### config.mk
export PLATFORM = sky130hd
export DESIGN_NAME = icc_ctrl_regs
export DESIGN_NICKNAME = d
export VERILOG_FILES = /design/src/rtl/icc_pkg.sv /design/src/rtl/icc_ctrl_regs.sv /design/src/rtl/icc_atomic_reg.sv
export SDC_FILE = /design/constraint.sdc
export NUM_CORES = 1
export LEC_CHECK = 0
export BUFFER_PORTS_ARGS = -buffer_cell sky130_fd_sc_hd__buf_2
export CAP_MARGIN = 15
export CORE_UTILIZATION = 60
export DETAILED_ROUTE_END_ITERATION = 10
export MAX_ROUTING_LAYER = met4
export PLACE_DENSITY = 0.95
export SYNTH_ARGS = -nofsm -noshare
export SYNTH_HDL_FRONTEND = slang
export SYNTH_SLANG_ARGS = --single-unit
export TNS_END_PERCENT = 10
### constraint.sdc
create_clock -name CLK_I -period 6.27 [get_ports CLK_I]
set_clock_uncertainty 0.15 [all_clocks]
set_input_delay 1.254 -clock CLK_I [delete_from_list [all_inputs] [get_ports CLK_I]]
set_output_delay 1.254 -clock CLK_I [all_outputs]
set_load 0.02 [all_outputs]
### src/rtl/icc_pkg.sv
// package of the interrupt control configuration registers: offsets, masks,
// reset values, field positions, companion port codes and carrier types.
// assumes a 32-bit apb with byte addresses and one clock.
package icc_pkg;

  // ----------------------------------------------------------------------
  // register map
  // ----------------------------------------------------------------------
  localparam int          ADDR_W        = 8;
  localparam logic [3:0]  BLK_CTRL      = 4'h0;
  localparam logic [3:0]  BLK_PRIO      = 4'h1;
  localparam logic [3:0]  BLK_VOFF      = 4'h2;
  localparam logic [1:0]  COMP_BASE     = 2'h0;
  localparam logic [1:0]  COMP_CLEAR    = 2'h1;
  localparam logic [1:0]  COMP_SET      = 2'h2;
  localparam logic [1:0]  COMP_TOGGLE   = 2'h3;

  // ----------------------------------------------------------------------
  // implemented bits and reset values
  // ----------------------------------------------------------------------
  localparam logic [31:0] CTRL_MASK     = 32'h007f171f;
  localparam logic [31:0] PRIO_MASK     = 32'h1f1f1f1f;
  localparam logic [31:0] VOFF_MASK     = 32'h0003ffff;
  localparam logic [31:0] CTRL_RESET    = 32'h00000000;
  localparam logic [31:0] PRIO_RESET    = 32'h00000000;
  localparam logic [31:0] VOFF_RESET    = 32'h00000000;

  // ----------------------------------------------------------------------
  // field positions of the control register
  // ----------------------------------------------------------------------
  localparam int          SPC_LSB       = 16;
  localparam int          SPC_W         = 7;
  localparam int          SS_BIT        = 16;
  localparam int          MODE_BIT      = 12;
  localparam int          THR_LSB       = 8;
  localparam int          THR_W         = 3;
  localparam int          EP_LSB        = 0;
  localparam int          N_EXT         = 5;
  localparam int          VOFF_W        = 18;
  localparam int          SPACING_W     = 10;
  localparam logic [2:0]  THR_OFF       = 3'h0;

  // ----------------------------------------------------------------------
  // types
  // ----------------------------------------------------------------------
  typedef enum logic [1:0] {
    ICC_OP_WRITE,
    ICC_OP_CLEAR,
    ICC_OP_SET,
    ICC_OP_TOGGLE
  } icc_op_t;

  typedef struct packed {
    logic                 multi_vector;
    logic                 shadow_sel;
    logic [SPACING_W-1:0] spacing_bytes;
    logic                 spacing_rsvd;
    logic [THR_W-1:0]     prox_thr;
    logic [N_EXT-1:0]     edge_pol;
  } icc_cfg_t;

endpackage

### src/rtl/icc_ctrl_regs.sv
// interrupt control configuration registers behind a zero-wait apb slave,
// with the decoded mode outputs, proximity timer start and edge detect.
// assumes irq_taken and group priority come from logic on the same clock;
// external interrupt lines are asynchronous pins.
`timescale 1ns/1ps

module icc_ctrl_regs (
  input  wire logic                          CLK_I,
  input  wire logic                          RST_N_I,
  input  wire logic                          PSEL_I,
  input  wire logic                          PENABLE_I,
  input  wire logic                          PWRITE_I,
  input  wire logic [icc_pkg::ADDR_W-1:0]    PADDR_I,
  input  wire logic [31:0]                   PWDATA_I,
  output logic      [31:0]                   PRDATA_O,
  output logic                               PREADY_O,
  output logic                               PSLVERR_O,
  input  wire logic                          IRQ_TAKEN_I,
  input  wire logic [icc_pkg::THR_W-1:0]     GROUP_PRIO_I,
  input  wire logic [icc_pkg::N_EXT-1:0]     EXT_IRQ_I,
  output icc_pkg::icc_cfg_t                  CFG_O,
  output logic      [31:0]                   SRC_PRIO_O,
  output logic      [icc_pkg::VOFF_W-1:0]    VECTOR_OFFSET_O,
  output logic                               PROX_START_O,
  output logic      [icc_pkg::N_EXT-1:0]     EXT_EDGE_O
);
  import icc_pkg::*;

  // ----------------------------------------------------------------------
  // address decode
  // ----------------------------------------------------------------------
  logic [3:0]        blk;
  logic [1:0]        comp;
  logic              mapped;
  logic              setup;
  logic              access;
  logic              wr_ctrl;
  logic              wr_prio;
  logic              wr_voff;
  icc_op_t           op;
  logic [31:0]       ctrl_q;
  logic [31:0]       ctrl_next;
  logic [31:0]       prio_q;
  logic [31:0]       voff_q;

  assign blk    = PADDR_I[7:4];
  assign comp   = PADDR_I[3:2];
  assign mapped = (PADDR_I[1:0] == 2'h0) &&
                  (blk == BLK_CTRL || blk == BLK_PRIO || blk == BLK_VOFF);
  assign setup  = PSEL_I && !PENABLE_I;
  assign access = PSEL_I && PENABLE_I && PREADY_O;
  assign op     = icc_op_t'(comp);

  assign wr_ctrl = access && PWRITE_I && mapped && blk == BLK_CTRL;
  assign wr_prio = access && PWRITE_I && mapped && blk == BLK_PRIO;
  assign wr_voff = access && PWRITE_I && mapped && blk == BLK_VOFF;

  // ----------------------------------------------------------------------
  // register storage
  // ----------------------------------------------------------------------
  // masks keep unimplemented bits at zero whatever the port does
  icc_atomic_reg #(.MASK(CTRL_MASK), .RESET(CTRL_RESET)) u_ctrl (
    .clk_i   (CLK_I),
    .rst_n_i (RST_N_I),
    .wr_en_i (wr_ctrl),
    .op_i    (op),
    .wdata_i (PWDATA_I),
    .next_o  (ctrl_next),
    .value_o (ctrl_q)
  );

  icc_atomic_reg #(.MASK(PRIO_MASK), .RESET(PRIO_RESET)) u_prio (
    .clk_i   (CLK_I),
    .rst_n_i (RST_N_I),
    .wr_en_i (wr_prio),
    .op_i    (op),
    .wdata_i (PWDATA_I),
    .next_o  (),
    .value_o (prio_q)
  );

  icc_atomic_reg #(.MASK(VOFF_MASK), .RESET(VOFF_RESET)) u_voff (
    .clk_i   (CLK_I),
    .rst_n_i (RST_N_I),
    .wr_en_i (wr_voff),
    .op_i    (op),
    .wdata_i (PWDATA_I),
    .next_o  (),
    .value_o (voff_q)
  );

  assign SRC_PRIO_O      = prio_q;
  assign VECTOR_OFFSET_O = voff_q[VOFF_W-1:0];

  // ----------------------------------------------------------------------
  // apb answer: data and ready prepared in the setup cycle, zero wait
  // ----------------------------------------------------------------------
  logic [31:0] next_prdata;
  logic        next_pready;
  logic        next_pslverr;

  always_comb begin
    next_prdata  = 32'h00000000;
    next_pready  = setup;
    next_pslverr = setup && !mapped;
    if (setup && mapped && !PWRITE_I && comp == COMP_BASE) begin
      case (blk)
        BLK_CTRL: next_prdata = ctrl_q;
        BLK_PRIO: next_prdata = prio_q;
        BLK_VOFF: next_prdata = voff_q;
        default:  next_prdata = 32'h00000000;
      endcase
    end
    // companion ports read as zero; software must not rely on it
  end

  always_ff @(posedge CLK_I) begin
    if (!RST_N_I) begin
      PRDATA_O  <= 32'h00000000;
      PREADY_O  <= 1'b0;
      PSLVERR_O <= 1'b0;
    end else begin
      PRDATA_O  <= next_prdata;
      PREADY_O  <= next_pready;
      PSLVERR_O <= next_pslverr;
    end
  end

  // ----------------------------------------------------------------------
  // decoded configuration, taken from the next control value so that
  // it lines up with the register itself
  // ----------------------------------------------------------------------
  icc_cfg_t    next_cfg;
  logic [6:0]  spc_code;

  always_comb begin
    spc_code               = ctrl_next[SPC_LSB +: SPC_W];
    next_cfg.multi_vector  = ctrl_next[MODE_BIT];
    next_cfg.shadow_sel    = ctrl_next[SS_BIT];
    next_cfg.prox_thr      = ctrl_next[THR_LSB +: THR_W];
    next_cfg.edge_pol      = ctrl_next[EP_LSB +: N_EXT];
    next_cfg.spacing_rsvd  = 1'b0;
    case (spc_code)
      7'h40:   next_cfg.spacing_bytes = 10'h200;
      7'h20:   next_cfg.spacing_bytes = 10'h100;
      7'h10:   next_cfg.spacing_bytes = 10'h080;
      7'h08:   next_cfg.spacing_bytes = 10'h040;
      7'h04:   next_cfg.spacing_bytes = 10'h020;
      7'h02:   next_cfg.spacing_bytes = 10'h010;
      7'h01:   next_cfg.spacing_bytes = 10'h008;
      7'h00:   next_cfg.spacing_bytes = 10'h000;
      default: begin
        // reserved codes fall back to zero spacing and are flagged
        next_cfg.spacing_bytes = 10'h000;
        next_cfg.spacing_rsvd  = 1'b1;
      end
    endcase
  end

  // ----------------------------------------------------------------------
  // proximity timer start and external edge detection
  // ----------------------------------------------------------------------
  logic [N_EXT-1:0] ext_s1;
  logic [N_EXT-1:0] ext_s2;
  logic [N_EXT-1:0] ext_s3;
  logic             next_prox;
  logic [N_EXT-1:0] next_edge;

  always_comb begin
    // priority zero qualifies as well: a plain less-or-equal compare
    next_prox = IRQ_TAKEN_I && CFG_O.prox_thr != THR_OFF &&
                GROUP_PRIO_I <= CFG_O.prox_thr;
    // ext_s1 feeds only ext_s2; the detector looks at later stages
    next_edge = (ext_s2 & ~ext_s3 & CFG_O.edge_pol) |
                (~ext_s2 & ext_s3 & ~CFG_O.edge_pol);
  end

  always_ff @(posedge CLK_I) begin
    if (!RST_N_I) begin
      CFG_O        <= '0;
      PROX_START_O <= 1'b0;
      EXT_EDGE_O   <= '0;
      ext_s1       <= '0;
      ext_s2       <= '0;
      ext_s3       <= '0;
    end else begin
      CFG_O        <= next_cfg;
      PROX_START_O <= next_prox;
      EXT_EDGE_O   <= next_edge;
      ext_s1       <= EXT_IRQ_I;
      ext_s2       <= ext_s1;
      ext_s3       <= ext_s2;
    end
  end
endmodule // icc_ctrl_regs

### src/rtl/icc_atomic_reg.sv
// one 32-bit register with plain write, clear, set and invert ports.
// assumes the caller gives a one-cycle write enable and the port code.
`timescale 1ns/1ps

module icc_atomic_reg #(
  parameter logic [31:0] MASK  = 32'hffffffff,
  parameter logic [31:0] RESET = 32'h00000000
) (
  input  wire logic            clk_i,
  input  wire logic            rst_n_i,
  input  wire logic            wr_en_i,
  input  icc_pkg::icc_op_t     op_i,
  input  wire logic [31:0]     wdata_i,
  output logic      [31:0]     next_o,
  output logic      [31:0]     value_o
);
  import icc_pkg::*;

  logic [31:0] bits;

  // ----------------------------------------------------------------------
  // next value: only implemented bits ever move
  // ----------------------------------------------------------------------
  always_comb begin
    bits   = wdata_i & MASK;
    next_o = value_o;
    if (wr_en_i) begin
      case (op_i)
        ICC_OP_WRITE:  next_o = bits;
        ICC_OP_CLEAR:  next_o = value_o & ~bits;
        ICC_OP_SET:    next_o = value_o | bits;
        ICC_OP_TOGGLE: next_o = value_o ^ bits;
        default:       next_o = value_o;
      endcase
    end
  end

  always_ff @(posedge clk_i) begin
    if (!rst_n_i) begin
      value_o <= RESET;
    end else begin
      value_o <= next_o;
    end
  end

endmodule // icc_atomic_reg

# Yosys cells after proc, flatten, opt, wreduce, memory -nomap -nowiden
# Cells that the tools add are included.
[op_classes] order_cmp=1 n_eq_ne=12 muxes=7 bitwise=20 reduce_logical=27
[op_table] operator="one-hot mux 32 bit (4 select lines)" count=3
[op_table] operator="bitwise AND 32 bit" count=3
[op_table] operator="one-hot mux 32 bit (3 select lines)" count=1
[op_table] operator="one-hot mux 10 bit (7 select lines)" count=1
[op_table] operator="inverter 18 -> 32 bit" count=1
[op_table] operator="inverter 23 -> 32 bit" count=1
[op_table] operator="inverter 29 -> 32 bit" count=1
[op_table] operator="bitwise OR 32 x 18 -> 32 bit" count=1
[op_table] operator="bitwise OR 32 x 23 -> 32 bit" count=1
[op_table] operator="bitwise OR 32 x 29 -> 32 bit" count=1
[op_table] operator="XOR 32 x 18 -> 32 bit" count=1
[op_table] operator="XOR 32 x 23 -> 32 bit" count=1
[op_table] operator="XOR 32 x 29 -> 32 bit" count=1
[op_table] operator="two-way mux 23 bit" count=1
[op_table] operator="bitwise AND 5 bit" count=4
[op_table] operator="logical AND 1 bit" count=15
[op_table] operator="inverter 5 bit" count=3
[op_table] operator="OR reduction 8 bit" count=1
[op_table] operator="equality test 7 x 1 -> 1 bit, second input constant" count=1
[op_table] operator="equality test 7 x 2 -> 1 bit, second input constant" count=1
[op_table] operator="equality test 7 x 3 -> 1 bit, second input constant" count=1
[op_table] operator="equality test 7 x 4 -> 1 bit, second input constant" count=1
[op_table] operator="equality test 7 x 5 -> 1 bit, second input constant" count=1
[op_table] operator="equality test 7 x 6 -> 1 bit, second input constant" count=1
[op_table] operator="15 further kinds" count=20
[word_totals] reg_bits=172 input_bits=54 output_inout_bits=111 word_cells=85

# Longest topological paths before layout
# Gate-level depths: netlist of the first run.
[depth] word_depth=10 mapped_depth=9 ltp_nobuf=8

# Modules after synthesis
# Synthesis of the first run repeated with hierarchy kept, for this count alone.
[unflattened] cells_unflattened=1104 area_unflattened_um2=10326.2
[modules_own_cells] module="icc_ctrl_regs" n_inst=1 cells_each=313 area_each_um2=2950.3 seq_area_each_um2=1461.4
[modules_own_cells] module="icc_atomic_reg (u_prio)" n_inst=1 cells_each=287 area_each_um2=2616.3 seq_area_each_um2=640.6
[modules_own_cells] module="icc_atomic_reg (u_voff)" n_inst=1 cells_each=270 area_each_um2=2426.1 seq_area_each_um2=640.6
[modules_own_cells] module="icc_atomic_reg (u_ctrl)" n_inst=1 cells_each=234 area_each_um2=2333.5 seq_area_each_um2=640.6

# Least setup slack after synthesis of the first run
# No wires, ideal clock.
[synth_timing] path_kind="in2reg" startpoint="input port PWDATA_I[20]" endpoint="register CFG_O[8] (netlist bit)" setup_ns=0.116 t_arrival_ns=2.918 required_ns=6.004 path_slack_ns=3.086 path_stages=7 path_buffers=0 cell_sequence="inv_1 -> ha_1 -> mux4_2 -> mux2i_1 -> and4_4 -> a31oi_1 -> and3b_1"
[synth_between] elab_chain_cells=7
[synth_lines] element="start: declaration" line="icc_ctrl_regs.sv:14" source="input wire logic [31:0] PWDATA_I,"
[synth_lines] element="inverter 23 -> 32 bit" line="icc_atomic_reg.sv:30" source="ICC_OP_CLEAR: next_o = value_o & ~bits;"
[synth_lines] element="bitwise AND 32 bit" line="icc_atomic_reg.sv:30"
[synth_lines] element="one-hot mux 32 bit (4 select lines) (*)" line="icc_atomic_reg.sv:28" source="case (op_i)"
[synth_lines] element="two-way mux 23 bit (*)" line="icc_atomic_reg.sv:27" source="if (wr_en_i) begin"
[synth_lines] element="equality test 7 x 1 -> 1 bit (tied with other cells)" line="icc_ctrl_regs.sv:143" source="case (spc_code)"
[synth_lines] element="OR reduction 8 bit (no source line) (*)"
[synth_lines] element="two-way mux 1 bit (*)" line="icc_ctrl_regs.sv:143"
[synth_lines] element="end signal: assignment" line="icc_ctrl_regs.sv:187" source="CFG_O <= next_cfg;"
[synth_lines] element="end: declaration" line="icc_ctrl_regs.sv:21" source="output icc_pkg::icc_cfg_t CFG_O,"
# Every way passes the cells marked *; elsewhere a longest branch is shown, timed or not.
# A chain may end at the register's enable or synchronous reset.

# Worst setup path after layout of the first run
[layout_timing] startpoint="input port PADDR_I[5] (netlist bit)" endpoint="register CFG_O[8] (netlist bit)"
[layout_between] elab_chain_cells=10
[layout_lines] element="start: declaration" line="icc_ctrl_regs.sv:13" source="input wire logic [icc_pkg::ADDR_W-1:0] PADDR_I,"
[layout_lines] element="equality test 4 x 1 -> 1 bit / zero test 4 bit (equally long branches)" line="icc_ctrl_regs.sv:49, icc_ctrl_regs.sv:54"
[layout_lines] element="logical OR 1 bit (2 in a row)" line="icc_ctrl_regs.sv:49" source="(blk == BLK_CTRL || blk == BLK_PRIO || blk == BLK_VOFF);"
[layout_lines] element="logical AND 1 bit" line="icc_ctrl_regs.sv:48" source="assign mapped = (PADDR_I[1:0] == 2'h0) &&"
[layout_lines] element="logical AND 1 bit" line="icc_ctrl_regs.sv:54" source="assign wr_ctrl = access && PWRITE_I && mapped && blk == BLK_CTRL;"
[layout_lines] element="logical AND 1 bit (*)" line="icc_ctrl_regs.sv:54"
[layout_lines] element="two-way mux 23 bit (*)" line="icc_atomic_reg.sv:27"
[layout_lines] element="equality test 7 x 1 -> 1 bit (tied with other cells)" line="icc_ctrl_regs.sv:143"
[layout_lines] element="OR reduction 8 bit (no source line) (*)"
[layout_lines] element="two-way mux 1 bit (*)" line="icc_ctrl_regs.sv:143"
# Marks and branches as above.

==> results of run 1 <==
-- report_power, final --
part	internal [mW]	switching, mW
clock network	0.617	0.336
logic	0.0626	0.107
registers	0.768	0.00216
total	1.45	0.445
-- logic make-up after synthesis --
group                    count (synthesis)  share of synthesized area, %
multiplexers                            33                          7.59
adder cells (fa/ha/maj)                111                          18.6
other                                    1                        0.0502
AND/OR/NAND/NOR                        232                          14.7
buffers and inverters                  186                          11.1
AO/OA/AOI/OAI                          197                          15.8
flip-flops                             120                          32.2
-- area by class of cell --
type                    instances  area, um2  share of cell area (%)
clock buffers                  21        440                    5.07
clock inverters                11        130                    1.50
inverters                     106        398                    4.58
multi-input cells             592       4300                    49.6
flip-flops and latches        120       2400                    27.7
well taps                     168        210                    2.42
repair buffers                150        798                    9.19
-- stage by stage --
step                      power (mW)  hold WS, ns  utilization (%)  area, um2
after global routing            1.96        0.308             72.0       8680
after CTS                       1.90        0.285             71.8       8660
after global placement         0.943        0.263             67.0       8090
final                           1.89        0.284             72.0       8680
after detailed placement       0.951        0.272             67.0       8090
after floorplan                0.914        0.262                -       7530
-- path summary, 6_finish.rpt --
path,start,cells after the start,endpoint
hold reg to reg,ext_s1[3],1,ext_s2[3]
setup reg to reg,PREADY_O,7,CFG_O[8]
hold / removal,ext_s1[3],1,ext_s2[3]
setup / recovery,PADDR_I[5],9,CFG_O[8]
-- synthesized netlist by cell type, drive strengths merged --
cell type,n,area [um2]
a211oi,48,360
a21o,1,7.51
a21oi,83,415
a22oi,21,158
a31oi,2,12.5
and2,23,144
and3,2,12.5
and3b,1,8.76
and4,6,55.1
buf,48,313
clkbuf,32,120
clkinv,1,3.75
conb,1,3.75
dfxtp,120,2400
ha,111,1390
inv,105,394
mux2i,15,161
mux4,18,405
nand2,99,372
nand2b,11,68.8
nand3,3,15.0
nand3b,1,7.51
nand4,2,12.5
nor2,70,263
nor3,6,41.3
nor3b,4,30.0
nor4,1,21.3
nor4b,2,32.5
o211ai,4,30.0
o21ai,37,185
o311ai,1,8.76
or4b,1,10.0
-- worst max-delay path, cell delays in order --
cell	delay, ns
sky130_fd_sc_hd__buf_2	0.14
sky130_fd_sc_hd__nor4_4	0.27
sky130_fd_sc_hd__buf_4	0.35
sky130_fd_sc_hd__and4_1	0.67
sky130_fd_sc_hd__buf_4	0.35
sky130_fd_sc_hd__mux2i_1	0.55
sky130_fd_sc_hd__and4_4	0.34
sky130_fd_sc_hd__a31oi_1	0.08
sky130_fd_sc_hd__and3b_1	0.20
-- metal layers --
metal / vias to the layer above / part of all wire [%] / GRT usage [%]
met5: - / 0 / -
met4: 0 / 1.8 / 12.8
met3: 31 / 6.5 / 7.17
met2: 267 / 50 / 47.7
met1: 2999 / 42 / 33.5
li1: 3132 / - / -
-- registers in the layout, indices dropped and copies added, names as in the netlist --
signal          flops
PROX_START_O        1
PRDATA_O           28
EXT_EDGE_O          5
PSLVERR_O           1
CFG_O              14
ext_s3              5
ext_s1              5
PREADY_O            1
u_prio.value_o     20
u_ctrl.value_o     17
ext_s2              5
u_voff.value_o     18
==> metrics list, run 1 <==
- DRC marker count from the first detailed-route iteration: roughly 520
- For flop-to-flop paths, the worst setup slack is around 3.3 ns.
* Warning count from the yosys run: 0
- Sequential elements use approximately 32% of the synthesized area.
- Fraction of layout cells with a size suffix above 1: slightly above 20%
- Arrival time reported for the critical path endpoint: between 4 and 5 ns
* DR WL/cell: between 15 and 20 um
- Setup slack closes at 2.20 ns.
- The filler cells instantiated in the layout total 826.
- Measured along the x axis, the die boundary spans around 110 um.
- Number of clock sinks: 120
- Worst-skew pair later-pin latency: ~0.42 ns
- Hold buffer count at cts: 0
* Number of I/O port buffers: about 140
- Number of endpoints with negative hold slack in the final report: 0
- STA classifies the critical path endpoint as a flop.
* First drt pass iteration count: 6
* Post-detailed-route via-to-cell ratio: approximately 5.5
- Gr usage total: roughly 29%
- Clock tree synthesis selected as its root buffer the cell sky130_fd_sc_hd__clkbuf_16.
- Post-synthesis to final-layout area growth: 16.3%
- The worst path uses 64.9% of the clock period.
* Type of the most critical hold path: reg -> reg
- After clock tree synthesis, the setup repair step added 0 buffers.
* Final number of max-transition violations: 0
* Number of nets with antenna violations after detailed routing: 0
* Power density over the cells: 218 nW/um2
* Final setup vio count: 0
- Number of distinct library cell variants in the gate-level netlist after synthesis: 40
- Max IR drop VDD: approximately 0.18 mV
- Clock Pin Slew Worst Setup and Hold Paths: roughly 0.050 ns
- Required time reported for the critical path endpoint: around 6.4 ns
- The congestion estimate from routability-driven global placement came to between 0.7 and 0.8.
- The via count of the first global-routing pass was just under 6000.
- The HPWL after detailed placement is around 11 mm.
* Maximum frequency from static timing analysis: 246 MHz
- Antenna diode count: 0
- Via count: around 6400
* Sum of negative setup slack: 0 ns
- between 150 and 200 I/O pins were placed.
* Initial cell density of the core: between 60% and 70%
- Max Fanout on Critical Path: 24
* Unrepaired setup endpoints after global routing: false
* Slew of the pin with the lowest slew margin: 1.05 ns
* Commonest non-fill, non-tap cell in the layout: sky130_fd_sc_hd__buf_2
- The flow ran to the end, and the final reports show no timing, DRC or antenna violations.
- The floorplan step defined a die boundary enclosing 12900 um2.
- Synth Register Bits: 120
- Minimum clock period after layout: about 4.1 ns
- Leading cell types in the layout, fill and taps excluded: sky130_fd_sc_hd__buf_2, sky130_fd_sc_hd__dfxtp_1, sky130_fd_sc_hd__ha_1
- The critical path is of the in -> reg type.
- Residual DRC: 0
* Relative slew margins: roughly 30%
* Largest net degree at the start of global routing: slightly above 90
- Number of buffers added by the clock tree synthesis step: 17
* Critical Path Start Type: primary input
- Cell leakage power: roughly 4.0 nW
- In this run, placement finished with an instance count of approximately 1100.
- Core Rows: 40
- The longest clock path from root to sink contains 2 buffers.
* Height of the die: about 110 um
* Max capacitance violation total: 0
- Number of gates resized after cts: 0
* Wire length of the first global-routing pass: 28.3 mm
* CTS tree: yes
- The core region is 12100 um2.
- The cell count after synthesis came out at 880.
- Synth Area per Inst: approximately 8.5 um2
- After global routing the overflow that remains totals 0.
- Antenna violations before repair: 0
* Worst setup slack after placement: 1.80 ns
* Final layout net count: 1152
- H-tree depth reported by CTS: 4
* Combined area of all synthesized cells: 7460 um2
- After detailed routing, the total wire length is approximately 18 mm.
* Non-filler instance count after layout: 1168
Power figures use the tool's default switching activity.
==> inputs of run 2 (changes only) <==
Settings changed: ABC_AREA set to 1, CORE_UTILIZATION 60 to 50, PLACE_DENSITY 0.95 to 0.86.
Clock period 6.27 ns to 3.5 ns, I/O delays scaled along.
==> run 2 against run 1 <==
Net effect: critical path depth did not move; non-clock buffer count up 5; sequential cell count stayed put; sequential power grew 79%; synthesized cell count up 6.8%; global-route usage fell by 2.0 points; cell count is 7.2% higher; synthesized area is 2.5% lower; worst setup slack worse by 1.3 ns; die area rose by 17%.
==> metrics list, run 2 <==
- Type of the most critical hold path: reg -> reg
* H-tree depth reported by CTS: 4 (unchanged)
* Power density over the cells: 395 nW/um2 (+81%)
* Top post-synthesis cells by area: sky130_fd_sc_hd__dfxtp_1, sky130_fd_sc_hd__ha_1, sky130_fd_sc_hd__nand2_1
- Clock Pin Slew Worst Setup and Hold Paths: 0.05 ns (about the same)
* Via count: 6726 (+4.6%)
- STA classifies the critical path startpoint as a primary input.
- Worst path most repeated cell: sky130_fd_sc_hd__inv_2
* Routability congestion estimate: 0.876 (+12%)
- Combined area of all synthesized cells: 7280 um2 (-2.5%)
- Max capacitance violation total: 0 (unchanged)
- Antenna violations before repair: 0 (unchanged)
- Total met2 wirelength after detailed routing: 9.07 mm (+2.5%)
- Longest individual stage delay on the worst path: 0.47 ns (-0.20 ns)
* Maximum number of buffers from clock root to sink: 2 (unchanged)
* Final number of max-transition violations: 0 (unchanged)
* First drt pass iteration count: 5 (-1)
- Cells traversed along the worst timing path: buf_2 > inv_1 > nand2_1 > nor3_2 > inv_2 > nor2_1 > inv_2 > a2111oi_0 > a211oi_1
- Setup repair after global routing left no endpoint under its margin.
- Worst hold slack: 0.258 ns (-0.0259 ns)
- The ratio of routed vias to standard cells was 5.37 (-2.4%).
* Worst setup slack after placement: 0.542 ns (-1.26 ns)
- Synth Register Bits: 120 (unchanged)
- The total negative slack came to 0 ns (unchanged).
* Routed met1 length: 8.28 mm (+9.7%)
- The final critical-path setup slack came to 0.861 ns (-1.34 ns).
- Period utilisation layout: 75.4%
- Number of gates resized after cts: 0 (unchanged)
- Root buffer selected by CTS: sky130_fd_sc_hd__clkbuf_16
- The clock buffer count from CTS is 17 (unchanged).
- Largest net degree at the start of global routing: 39 (-58%)
- The cell count after synthesis is 940 (+6.8%).
* CTS tree: yes
* Core area: 14000 um2 (+16%)
- Post-CTS setup-driven buffer insertion count: 0 (unchanged)
- The overall routed net length is 19.2 mm (+7.5%).
- Post-synthesis to final-layout area growth: 18.0%
- The library cell used most frequently in the layout, excluding fill and tap cells, is sky130_fd_sc_hd__nand2_1.
* Portion of synthesized cell area occupied by the leading cell type: 33.0% (+0.81 points)
* Number of endpoints with negative hold slack in the final report: 0 (unchanged)
* Final setup vio count: 0 (unchanged)
- The number of top-level design ports is 165 (unchanged).
- The slew of the pin with the lowest slew margin was 0.708 ns (-0.343 ns).
- Gr usage total: 26.9% (-2.0 points)
* Most frequent cells after synthesis: sky130_fd_sc_hd__nand2_1, sky130_fd_sc_hd__inv_1, sky130_fd_sc_hd__dfxtp_1, sky130_fd_sc_hd__ha_1, sky130_fd_sc_hd__nor2_1
* Arrival time reported for the critical path endpoint: 2.77 ns (-1.46 ns)
- DR WL/cell: 15.3 um (+0.28%)
* Antenna diode count: 0 (unchanged)
* Worst-skew pair later-pin latency: 0.42 ns (about the same)
- Number of nets with antenna violations after detailed routing: 0 (unchanged)
- The DRC marker count from the first detailed-route iteration is 465 (-10%).
- Required time reported for the critical path endpoint: 3.63 ns (-2.80 ns)
- In the final layout, the registers with the most flip-flops are PRDATA_O: 28 flops, u_prio.value_o: 20 flops, u_voff.value_o: 18 flops.
* Die Span X: 123 um (+8.0%)
- Relative slew margins: 52.7% (+23 points)
- The global-route congestion overflow total was 0 (unchanged).
- STA classifies the critical path endpoint as a flop.
- The worst ir drop on vdd was 0.415 mV (+130%).
* Leading cell types in the layout, fill and taps excluded: sky130_fd_sc_hd__nand2_1, sky130_fd_sc_hd__inv_1, sky130_fd_sc_hd__buf_2
- Cell leakage power: 4.34 nW (+9.3%)
- The total number of nets in the final design came to 1224 (+6.3%).
- The share of flip-flops with an asynchronous set or reset was 0% (unchanged).
- Residual DRC: 0 (unchanged)
- DP Wirelength: 13.1 mm (+14%)
* Max FFs per register: 28 (unchanged)
- The run finished with clean final reports.
- Initial cell density of the core: 51.8% (-10 points)
- Height of the die: 123 um (+8.0%)
- Fraction of layout cells with a size suffix above 1: 20.3% (-0.26 points)
- The row count is 43 (+7.5%).
- Filler Cells Inserted: 1234 (+49%)
- Area enclosed by the die boundary: 15000 um2 (+17%)
- PRDATA_O holds more flip-flops than any other register.
- The synthesized area divided by synthesized cell count was 7.74 um2 (-8.7%).
- Category of the most critical setup path: in -> reg
- Max Fanout on Critical Path: 36 (+50%)
* Vias in the first global route: 6260 (+5.4%)
- Cell type of the slowest stage on the worst timing path: sky130_fd_sc_hd__a2111oi_0
* Main flop type after synthesis: sky130_fd_sc_hd__dfxtp_1
* Minimum clock period after layout: 2.64 ns
- The Yosys warning count came to 0 (unchanged).
- Maximum frequency from static timing analysis: 379 MHz
- Share of the yosys chip area belonging to registers: 33.0% (+0.81 points)
- Wire length of the first global-routing pass: 30.3 mm (+7.2%)
- Among all cell types in the netlist, the one instantiated most often is sky130_fd_sc_hd__nand2_1.
- The sum of met3 wire segment lengths after detailed routing is 1.52 mm (+32%).
- R2R setup slack: 1.20 ns (-2.08 ns)
* Cell type contributing the most total cell area after synthesis: sky130_fd_sc_hd__dfxtp_1
* Hold buffer count at cts: 0 (unchanged)
- The number of clock sinks came to 120 (unchanged).
* Number of I/O port buffers: 141 (unchanged)
* Uppermost layer routed: met4
- Number of distinct library cell variants in the gate-level netlist after synthesis: 33 (-18%)
- The number of enable flip-flop cells after synthesis was 0 (unchanged).
## run 2: layout make-up
type                    count  area (um2)  share of cell area [%]
clock buffers              19         453                    5.27
clock inverters            13         146                    1.70
inverters                 156         586                    6.82
multi-input cells         609        3970                    46.2
flip-flops and latches    120        2400                    28.0
well taps                 180         225                    2.62
repair buffers            155         811                    9.44
## run 2: kinds of logic after synthesis
logic type,after synthesis,share of synthesized area (%)
adders and majority gates,111,19.1
and+or+nand+nor,294,17.3
other,1,0.0515
buffers and inverters,229,13.6
AOI/OAI and AO/OA,185,17.0
DFF,120,33.0
## run 2: stage by stage
step | instance area, um2 | std cells | power (mW) | util, %
after floorplan | 7350 | 958 | 1.59 | -
after global placement | 7990 | 1220 | 1.65 | 56.9
after detailed placement | 7990 | 1220 | 1.66 | 56.9
after CTS | 8590 | 1252 | 3.41 | 61.2
after global routing | 8590 | 1252 | 3.51 | 61.2
final | 8590 | 1252 | 3.39 | 61.2
## run 2: worst max-delay path: cells and delay by family
| kind | cells | cell delay [ns] |
|---|---|---|
| buffers and inverters | 4 | 0.77 |
| and+or+nand+nor | 3 | 0.71 |
| AOI/OAI and AO/OA | 2 | 0.56 |
## run 2: worst paths after layout
path,start,cells past startpoint,endpoint
setup / recovery,PADDR_I[6],9,u_prio.value_o[16]
hold / removal,ext_s1[2],2,ext_s2[2]
setup reg to reg,PREADY_O,14,CFG_O[16]
hold reg to reg,ext_s1[2],2,ext_s2[2]
## run 2: metal layers
layer | up-vias | global-route usage, %
met5 | - | -
met4 | 0 | 9.60
li1 | 3310 | -
met1 | 3107 | 31.8
met2 | 277 | 43.7
met3 | 32 | 7.53
## run 2: where the power goes
group | internal [mW] | total [mW] | switching [mW]
combinational | 0.0775 | 0.263 | 0.186
sequential | 1.38 | 1.38 | 0.00299
clock | 1.09 | 1.75 | 0.664
